$ cat config.mk
export PLATFORM = sky130hd
export DESIGN_NAME = ntr_fsm
export DESIGN_NICKNAME = d
export VERILOG_FILES = /design/src/ntr_pkg.sv /design/src/ntr_sig_rom.sv /design/src/ntr_fsm.sv
export SDC_FILE = /design/constraint.sdc
export NUM_CORES = 1
export LEC_CHECK = 0
export BUFFER_PORTS_ARGS = -buffer_cell sky130_fd_sc_hd__buf_4
export CAP_MARGIN = 30
export CELL_PAD_IN_SITES_DETAIL_PLACEMENT = 1
export CELL_PAD_IN_SITES_GLOBAL_PLACEMENT = 2
export CORE_MARGIN = 2
export CORE_UTILIZATION = 33
export CTS_BUF_LIST = sky130_fd_sc_hd__clkbuf_16
export CTS_CLUSTER_DIAMETER = 200
export DETAILED_ROUTE_END_ITERATION = 6
export PLACE_DENSITY_LB_ADDON = 0.1
export SYNTH_ARGS = -nofsm -noshare
export SYNTH_HDL_FRONTEND = slang
export SYNTH_HIERARCHICAL = 1
export SYNTH_SLANG_ARGS = --single-unit
$ cat constraint.sdc
create_clock -name clk -period 3.2 [get_ports clk]
set_clock_uncertainty 0.2 [all_clocks]
set_input_delay 0.96 -clock clk [delete_from_list [all_inputs] [get_ports clk]]
set_output_delay 0.96 -clock clk [all_outputs]
set_load 0.1 [all_outputs]
$ cat src/ntr_pkg.sv
// Package for the target reset and identification state machine.
// Assumes a single 40 MHz clock domain; used by ntr_fsm and ntr_sig_rom.
package ntr_pkg;
  // ----------------------------------------
  // Command and address codes
  // ----------------------------------------
  localparam logic [7:0] CMD_RESET      = 8'hFF;
  localparam logic [7:0] CMD_SYNC_RESET = 8'hFC;
  localparam logic [7:0] CMD_READ_ID    = 8'h90;
  localparam logic [7:0] CMD_READ_STAT  = 8'h70;
  localparam logic [7:0] ADDR_ID_STD    = 8'h00;
  localparam logic [7:0] ADDR_ID_SIG    = 8'h20;

  // ----------------------------------------
  // Reset values and signature layout
  // ----------------------------------------
  localparam logic [7:0] LAST_CMD_RST   = 8'hFF;
  localparam int         SIG_BYTES      = 4;
  localparam logic [31:0] SIG_WORD      = 32'h5C3B_2A19; // Arbitrary value, low byte first
  localparam logic [7:0] MFR_CODE_DEF   = 8'h5A; // Arbitrary value
  localparam logic [7:0] DEV_CODE_DEF   = 8'hA5; // Arbitrary value

  // ----------------------------------------
  // Target states
  // ----------------------------------------
  typedef enum logic [3:0] {
    NTR_PWR_ON,
    NTR_PWR_ON_EXEC,
    NTR_RST_EXEC,
    NTR_RST_SYNC,
    NTR_RST_PERFORM,
    NTR_RST_END,
    NTR_IDLE,
    NTR_IDLE_RD,
    NTR_IDLE_RD_STATUS,
    NTR_STATUS_READ_EXECUTE_STATE,
    NTR_CMD_DECODE,
    NTR_RID_EXEC,
    NTR_RID_WAIT_STD,
    NTR_RID_MFR,
    NTR_RID_WAIT_SIG
  } ntr_state_t;
endpackage : ntr_pkg

$ cat src/ntr_sig_rom.sv
// Signature byte store with registered read data.
// Assumes the reader presents an index and samples data one cycle later.
`timescale 1ns/10ps
module ntr_sig_rom #(
  parameter int DEPTH = ntr_pkg::SIG_BYTES
) (
  input  wire logic       clk,
  input  wire logic       nrst,
  input  wire logic       rd_en,
  input  wire logic [1:0] rd_idx,
  output logic      [7:0] rd_data
);
  // ----------------------------------------
  // Registered lookup
  // ----------------------------------------
  always_ff @(posedge clk or negedge nrst) begin
    if (!nrst) begin
      rd_data <= 8'h00;
    end else if (rd_en) begin
      rd_data <= ntr_pkg::SIG_WORD[{rd_idx, 3'b000} +: 8];
    end
  end
endmodule : ntr_sig_rom

$ cat src/ntr_fsm.sv
// Target level reset and identification command state machine.
// Assumes command, address and read strobes are one-cycle pulses synchronous to clk.
`timescale 1ns/10ps
// Operation
// - First reset: last command FFh, status flag clear, reset LUNs, busy.
// - FFh reset: last command FFh, async interface, reset LUNs, clear flags, invalidate.
// - FCh reset: last command FCh, status flag clear, reset LUNs, clear flags, invalidate.
// - During reset hold busy and set resume state to reset-perform.
// - Read status command during reset goes to status read execution.
// - Read request during reset with status flag set enters idle status read.
// - Reset done: ready high, then idle or idle-read by status flag.
// - 90h: last command 90h, clear flags, invalidate pages, await address.
// - Address 00h: maker code, then device code, then idle-read.
// - Address 20h: next signature byte per read, idle-read after last.
module ntr_fsm #(
  parameter logic [7:0] MFR_CODE = ntr_pkg::MFR_CODE_DEF,
  parameter logic [7:0] DEV_CODE = ntr_pkg::DEV_CODE_DEF
) (
  input  wire logic             clk,
  input  wire logic             nrst,
  input  wire logic             cmd_valid,
  input  wire logic [7:0]       cmd_code,
  input  wire logic             addr_valid,
  input  wire logic [7:0]       addr_byte,
  input  wire logic             rd_req,
  input  wire logic             reset_done,
  input  wire logic             status_out_set,
  output logic                  ready_busy_n,
  output logic [7:0]            last_command_code,
  output logic                  status_output_flag,
  output logic                  column_change_allowed,
  output logic                  enhanced_column_change_allowed,
  output logic                  async_if_select,
  output logic                  lun_reset_req,
  output logic                  lun_invalidate_req,
  output logic                  status_read_req,
  output logic [7:0]            rd_data,
  output logic                  rd_data_valid,
  output ntr_pkg::ntr_state_t   state,
  output ntr_pkg::ntr_state_t   resume_state
);
  // ----------------------------------------
  // State storage
  // ----------------------------------------
  ntr_pkg::ntr_state_t state_r;
  ntr_pkg::ntr_state_t state_nxt;
  ntr_pkg::ntr_state_t resume_r;
  logic                first_rst_r;
  logic [1:0]          sig_idx_r;
  logic [7:0]          id_byte_r;
  logic                id_sel_sig_r;
  logic                rd_pulse_r;
  logic [7:0]          sig_byte;
  logic                sig_rd;
  logic [7:0]          cmd_code_r;

  assign state        = state_r;
  assign resume_state = resume_r;

  // Reset commands are honoured in any state
  function automatic logic is_reset(input logic v, input logic [7:0] c);
    is_reset = v && (c == ntr_pkg::CMD_RESET || c == ntr_pkg::CMD_SYNC_RESET);
  endfunction : is_reset

  // ----------------------------------------
  // Next state
  // ----------------------------------------
  always_comb begin
    state_nxt = state_r;
    case (state_r)
      ntr_pkg::NTR_PWR_ON:      state_nxt = ntr_pkg::NTR_PWR_ON_EXEC;
      ntr_pkg::NTR_PWR_ON_EXEC: state_nxt = ntr_pkg::NTR_RST_PERFORM;
      ntr_pkg::NTR_RST_EXEC,
      ntr_pkg::NTR_RST_SYNC:    state_nxt = ntr_pkg::NTR_RST_PERFORM;
      ntr_pkg::NTR_RST_PERFORM: begin
        if (reset_done) begin
          state_nxt = ntr_pkg::NTR_RST_END;
        end else if (cmd_valid && cmd_code == ntr_pkg::CMD_READ_STAT) begin
          state_nxt = ntr_pkg::NTR_STATUS_READ_EXECUTE_STATE;
        end else if (rd_req && status_output_flag) begin
          state_nxt = ntr_pkg::NTR_IDLE_RD_STATUS;
        end
      end
      ntr_pkg::NTR_RST_END: begin
        state_nxt = status_output_flag ? ntr_pkg::NTR_IDLE_RD : ntr_pkg::NTR_IDLE;
      end
      ntr_pkg::NTR_CMD_DECODE: begin
        if (cmd_code_r == ntr_pkg::CMD_READ_ID) begin
          state_nxt = ntr_pkg::NTR_RID_EXEC;
        end else begin
          state_nxt = ntr_pkg::NTR_IDLE;
        end
      end
      ntr_pkg::NTR_RID_EXEC: begin
        if (addr_valid && addr_byte == ntr_pkg::ADDR_ID_STD) begin
          state_nxt = ntr_pkg::NTR_RID_WAIT_STD;
        end else if (addr_valid && addr_byte == ntr_pkg::ADDR_ID_SIG) begin
          state_nxt = ntr_pkg::NTR_RID_WAIT_SIG;
        end
      end
      ntr_pkg::NTR_RID_WAIT_STD: begin
        if (rd_req) begin
          state_nxt = ntr_pkg::NTR_RID_MFR;
        end else if (cmd_valid) begin
          state_nxt = ntr_pkg::NTR_CMD_DECODE;
        end
      end
      ntr_pkg::NTR_RID_MFR: begin
        if (rd_req) begin
          state_nxt = ntr_pkg::NTR_IDLE_RD;
        end else if (cmd_valid) begin
          state_nxt = ntr_pkg::NTR_CMD_DECODE;
        end
      end
      ntr_pkg::NTR_RID_WAIT_SIG: begin
        if (rd_req && sig_idx_r == 2'(ntr_pkg::SIG_BYTES - 1)) begin
          state_nxt = ntr_pkg::NTR_IDLE_RD;
        end else if (rd_req) begin
          state_nxt = ntr_pkg::NTR_RID_WAIT_SIG;
        end else if (cmd_valid) begin
          state_nxt = ntr_pkg::NTR_CMD_DECODE;
        end
      end
      default: begin
        if (cmd_valid) begin
          state_nxt = ntr_pkg::NTR_CMD_DECODE;
        end
      end
    endcase
    // Reset commands override everything
    if (is_reset(cmd_valid, cmd_code)) begin
      if (cmd_code == ntr_pkg::CMD_SYNC_RESET) begin
        state_nxt = ntr_pkg::NTR_RST_SYNC;
      end else if (first_rst_r) begin
        state_nxt = ntr_pkg::NTR_PWR_ON;
      end else begin
        state_nxt = ntr_pkg::NTR_RST_EXEC;
      end
    end
  end

  // ----------------------------------------
  // State and resume registers
  // ----------------------------------------
  always_ff @(posedge clk or negedge nrst) begin
    if (!nrst) begin
      state_r  <= ntr_pkg::NTR_PWR_ON;
      resume_r <= ntr_pkg::NTR_IDLE;
    end else begin
      state_r <= state_nxt;
      if (state_r == ntr_pkg::NTR_RST_PERFORM) begin
        resume_r <= ntr_pkg::NTR_RST_PERFORM;
      end
    end
  end

  // Command code captured with its strobe; the bus is not held during decode
  always_ff @(posedge clk or negedge nrst) begin
    if (!nrst) begin
      cmd_code_r <= 8'h00;
    end else if (cmd_valid) begin
      cmd_code_r <= cmd_code;
    end
  end

  // First reset after power-on pending
  always_ff @(posedge clk or negedge nrst) begin
    if (!nrst) begin
      first_rst_r <= 1'b1;
    end else if (state_r == ntr_pkg::NTR_PWR_ON) begin
      first_rst_r <= 1'b0;
    end
  end

  // ----------------------------------------
  // Target attributes
  // ----------------------------------------
  always_ff @(posedge clk or negedge nrst) begin
    if (!nrst) begin
      last_command_code              <= ntr_pkg::LAST_CMD_RST;
      status_output_flag             <= 1'b0;
      column_change_allowed          <= 1'b0;
      enhanced_column_change_allowed <= 1'b0;
      async_if_select                <= 1'b1;
    end else begin
      // Status flag set by status handling wins over clear
      if (status_out_set) begin
        status_output_flag <= 1'b1;
      end
      case (state_r)
        ntr_pkg::NTR_PWR_ON: begin
          last_command_code <= ntr_pkg::CMD_RESET;
          if (!status_out_set) begin
            status_output_flag <= 1'b0;
          end
        end
        ntr_pkg::NTR_RST_EXEC: begin
          last_command_code              <= ntr_pkg::CMD_RESET;
          async_if_select                <= 1'b1;
          column_change_allowed          <= 1'b0;
          enhanced_column_change_allowed <= 1'b0;
        end
        ntr_pkg::NTR_RST_SYNC: begin
          last_command_code              <= ntr_pkg::CMD_SYNC_RESET;
          column_change_allowed          <= 1'b0;
          enhanced_column_change_allowed <= 1'b0;
          if (!status_out_set) begin
            status_output_flag <= 1'b0;
          end
        end
        ntr_pkg::NTR_RID_EXEC: begin
          last_command_code              <= ntr_pkg::CMD_READ_ID;
          column_change_allowed          <= 1'b0;
          enhanced_column_change_allowed <= 1'b0;
        end
        default: begin
          last_command_code <= last_command_code;
        end
      endcase
    end
  end

  // ----------------------------------------
  // LUN requests and ready/busy
  // ----------------------------------------
  always_ff @(posedge clk or negedge nrst) begin
    if (!nrst) begin
      lun_reset_req      <= 1'b0;
      lun_invalidate_req <= 1'b0;
      status_read_req    <= 1'b0;
      ready_busy_n       <= 1'b0;
    end else begin
      // Leaving power-on also covers the pass that starts from nrst
      lun_reset_req      <= (state_r == ntr_pkg::NTR_PWR_ON) || (state_nxt == ntr_pkg::NTR_RST_EXEC)
                            || (state_nxt == ntr_pkg::NTR_RST_SYNC);
      lun_invalidate_req <= (state_nxt == ntr_pkg::NTR_RST_EXEC) || (state_nxt == ntr_pkg::NTR_RST_SYNC)
                            || (state_nxt == ntr_pkg::NTR_RID_EXEC && state_r != ntr_pkg::NTR_RID_EXEC);
      status_read_req    <= (state_nxt == ntr_pkg::NTR_STATUS_READ_EXECUTE_STATE) ||
                            (state_nxt == ntr_pkg::NTR_IDLE_RD_STATUS);
      if (state_r == ntr_pkg::NTR_PWR_ON_EXEC || state_r == ntr_pkg::NTR_RST_PERFORM
          || state_r == ntr_pkg::NTR_RST_EXEC || state_r == ntr_pkg::NTR_RST_SYNC) begin
        ready_busy_n <= 1'b0;
      end else if (state_r == ntr_pkg::NTR_RST_END) begin
        ready_busy_n <= 1'b1;
      end
    end
  end

  // ----------------------------------------
  // Identification data path
  // ----------------------------------------
  assign sig_rd = (state_r == ntr_pkg::NTR_RID_WAIT_SIG) && rd_req;

  always_ff @(posedge clk or negedge nrst) begin
    if (!nrst) begin
      sig_idx_r    <= 2'b00;
      id_byte_r    <= 8'h00;
      id_sel_sig_r <= 1'b0;
      rd_pulse_r   <= 1'b0;
    end else begin
      rd_pulse_r   <= 1'b0;
      if (state_r == ntr_pkg::NTR_RID_EXEC) begin
        sig_idx_r <= 2'b00;
      end
      // Source select holds so read data stands until the next read
      if (rd_req && state_r == ntr_pkg::NTR_RID_WAIT_STD) begin
        id_byte_r    <= MFR_CODE;
        id_sel_sig_r <= 1'b0;
        rd_pulse_r   <= 1'b1;
      end else if (rd_req && state_r == ntr_pkg::NTR_RID_MFR) begin
        id_byte_r    <= DEV_CODE;
        id_sel_sig_r <= 1'b0;
        rd_pulse_r   <= 1'b1;
      end else if (sig_rd) begin
        sig_idx_r    <= sig_idx_r + 2'b01;
        id_sel_sig_r <= 1'b1;
        rd_pulse_r   <= 1'b1;
      end
    end
  end

  // Signature store
  ntr_sig_rom u_sig_rom (
    .clk     (clk),
    .nrst    (nrst),
    .rd_en   (sig_rd),
    .rd_idx  (sig_idx_r),
    .rd_data (sig_byte)
  );

  assign rd_data       = id_sel_sig_r ? sig_byte : id_byte_r;
  assign rd_data_valid = rd_pulse_r;
endmodule : ntr_fsm

==> impl_metrics.csv <==
group,metric,value,unit
setup_path,critical-path-top-delay-family,"flip-flops",
floorplanning,core_area,5956,sq um
timing,rsz0062_at_grt,"false",
timing,setup_tns,0,ns
synthesis,synth.top_cell.area_share,0.3417,
clock_tree,cts_tree,"done",
clock_tree,holdBufCountCts,0,
timing,min_period,2.612,ns
setup_path,cp.arrival,1.45,ns
finish,nNetsFinal,284,
clock_tree,cts.clk_slew.worst_paths,0.05,ns
floorplanning,die-area,6861,sq um
drt,finalWirelength,5.136,mm
setup_path,path_buf_inv,1,
finish,multiInputGateArea,1030,sq um
flow_run,drv_cap,0,
setup_path,endpoint_kind,"output port",
timing,slew_violations,0,
synthesis,syn_inst,222,
finish,drive_above_1_share,0.3089,
synthesis,synth_seq_cells,32,
floorplanning,pin_count,56,
timing,setup_violations,0,
setup_path,path_cells,"buf_4",
drt,ant_nets,0,
synthesis,synth-seq-area-share,0.3929,
clock_tree,root_buffer,"clkbuf_16",
setup_path,cp_max_fo,18,
clock_tree,clk_path_buf_depth,2,
synthesis,synthArstFlopShare,1.000,
timing,tightest_slew,0.6709,ns
synthesis,yosys.area.top_type,"dfrtp_1",
floorplanning,start_util,0.3443,
setup_path,worst_path_max_delay_cell,"dfrtp_1",
floorplanning,fp.dieH,82.83,microns
drt,drt-initial-drc-count,73,
synthesis,synth_edf_count,0,
grt,grt_pass1_wl,8.556,mm
setup_path,cp-start-kind,"flip-flop",
grt,track_usage,0.1531,
grt,grt_pass1_vias,1688,
place,place_congestion,0.7702,
setup_path,critPathKind,"reg -> out",
place,dpl.hpwl,3.858,mm
drt,num_vias,1709,
place,port_buffers,47,
finish,syn_to_final_growth,21.05,%
timing,relSlewSlack,0.5528,
setup_path,worst_ep_required_time,2.04,ns
timing,max_freq,382.8,MHz
drt,viasPerCell,5.117,
hold_path,hold_class,"reg -> reg",
grt,antenna_found_initial,0,
floorplanning,die_w,82.83,microns
grt,grt_start_max_net_pins,33,
finish,antennaDiodeCount,0,
finish,seqCellArea,805.8,sq um
timing,period_share,0.8164,
clock_tree,ctsHtreeMaxLevel,2,
clock_tree,cts-resized-gates,0,
finish,n_fill_cell,708,
outcome,outcome,"completed",
floorplanning,fp-row-count,28,
synthesis,avgSynthCellArea,9.237,sq um
clock_tree,cts.sinks,32,
setup_path,cpPeakStageDelay,0.77,ns
timing,hold_viol,0,
drt,detail_route.wl_per_cell,15.38,microns
clock_tree,clock_latency,0.28,ns
synthesis,yosysUniqueCellTypes,58,
clock_tree,cts_setup_buffers,0,
drt,firstDrtPassIters,4,
drt,drc_errors,0,
clock_tree,cts_buffers,5,
synthesis,synth_area,2051,sq um
synthesis,synthFlopType,"dfrtp_1",
synthesis,ys_warn_count,6,
grt,grt_overflow,0,
synthesis,yosys-top-cells-area,"dfrtp_1 (34%), buf_4 (7.0%), nand2_1 (6.6%), dfstp_2 (5.1%), mux2_2 (4.4%)",
==> state kept, by name, indices dropped and copies added (netlist names), 2 cells and up <==
| register | flops |
|---|---|
| last_command_code | 2 |
| u_sig_rom/rd_data | 5 |
| id_byte_r | 2 |
| sig_idx_r | 2 |
| cmd_code_r | 8 |
| state | 4 |
==> routing by layer <==
metal | track usage | vias to the layer above | wire (microns) | part of all wire
met2 | 0.2383 | 36 | 2404 | 0.47
li1 | - | 820 | - | -
met3 | 0.03082 | 10 | 224 | 0.044
met5 | 0 | - | 0 | 0
met4 | 0.05812 | 0 | 96 | 0.019
met1 | 0.2101 | 843 | 2410 | 0.47
==> Yosys cell counts (2+ instances only) <==
master    count
nand2_1      36
dfrtp_1      28
buf_4        19
inv_1        11
nor2_1       10
a21oi_1       9
mux2_2        8
o21ai_0       8
nand2b_1      5
nor3_1        5
a21o_1        4
buf_2         4
dfstp_2       4
a31oi_1       3
and2b_1       3
conb_1        3
ha_1          3
mux2i_1       3
nor2b_1       3
nor4_1        3
o21ai_1       3
a222oi_1      2
a311oi_1      2
and4_1        2
and4b_1       2
buf_6         2
inv_2         2
mux2_1        2
nand3_1       2
o22ai_1       2
or2_1         2
==> final cells by class <==
| type | count | area share |
|---|---|---|
| inverters | 13 | 0.01966 |
| repair buffers | 49 | 0.1482 |
| flip-flops and latches | 32 | 0.3246 |
| well taps | 75 | 0.03780 |
| clock inverters | 3 | 0.004536 |
| clock buffers | 5 | 0.05040 |
| multi-input cells | 157 | 0.4148 |
==> worst register-to-register path, stage by stage, from the launching register on <==
cell     delay [ns]
dfrtp_1        0.76
nor4b_2        0.54
and4b_1        0.27
nor3_1         0.07
a31oi_1        0.25
a21oi_2        0.09
nor3b_2        0.16
==> cells in the final DEF (no fill, tap or decap), types with 3 or more instances in the layout <==
cell and n:
nand2_1 36, buf_4 49, mux2_2 8, nor2_1 10, ha_1 3, a31oi_1 3
conb_1 9, nand2b_1 5, o21ai_1 3, dfrtp_1 28, o21ai_0 8, and2b_1 3
mux2i_1 3, a21o_1 4, clkbuf_16 5, dfstp_2 4, nor2b_1 3, nor4_1 3
a21oi_1 9, inv_1 12, nor3_1 5
==> cells by family after synthesis <==
group                    share of synthesized area
AO/OA/AOI/OAI                               0.1574
XOR/XNOR                                  0.004272
adder cells (fa/ha/maj)                    0.01831
buffers and inverters                       0.1159
flip-flops                                  0.3929
multiplexers                               0.07688
other                                     0.005491
AND/OR/NAND/NOR                             0.2288
==> final timing paths <==
path	start	end	slack, ns	cells past startpoint
min	u_sig_rom/rd_data[3]$_DFFE_PN0P_	u_sig_rom/rd_data[3]$_DFFE_PN0P_	0.26	1
max reg2reg	state[2]$_DFF_PN0_	lun_invalidate_req$_DFF_PN0_	0.78	6
min reg2reg	u_sig_rom/rd_data[3]$_DFFE_PN0P_	u_sig_rom/rd_data[3]$_DFFE_PN0P_	0.26	1
max	state[0]$_DFF_PN0_	state[0]	0.59	1
min in group asynchronous	nrst	u_sig_rom/rd_data[6]$_DFFE_PN0P_	0.41	1
max in group asynchronous	nrst	resume_state[1]$_DFFE_PN1P_	2.05	1
==> metrics by stage <==
stage	utilization	instances	setup slack, ns	cell area [sq um]	hold WS [ns]
after floorplan	-	228	0.6862	2073	0.2318
after global routing	0.4168	334	0.5072	2482	0.3023
after global placement	0.3939	326	0.5164	2346	0.2491
after detailed placement	0.3939	326	0.4665	2346	0.2498
final	0.4168	334	0.5876	2482	0.2630
after CTS	0.4168	334	0.5844	2482	0.2672
Power is not shown: default switching activity piles up to over one toggle a cycle in this logic, so the estimate is an artifact.
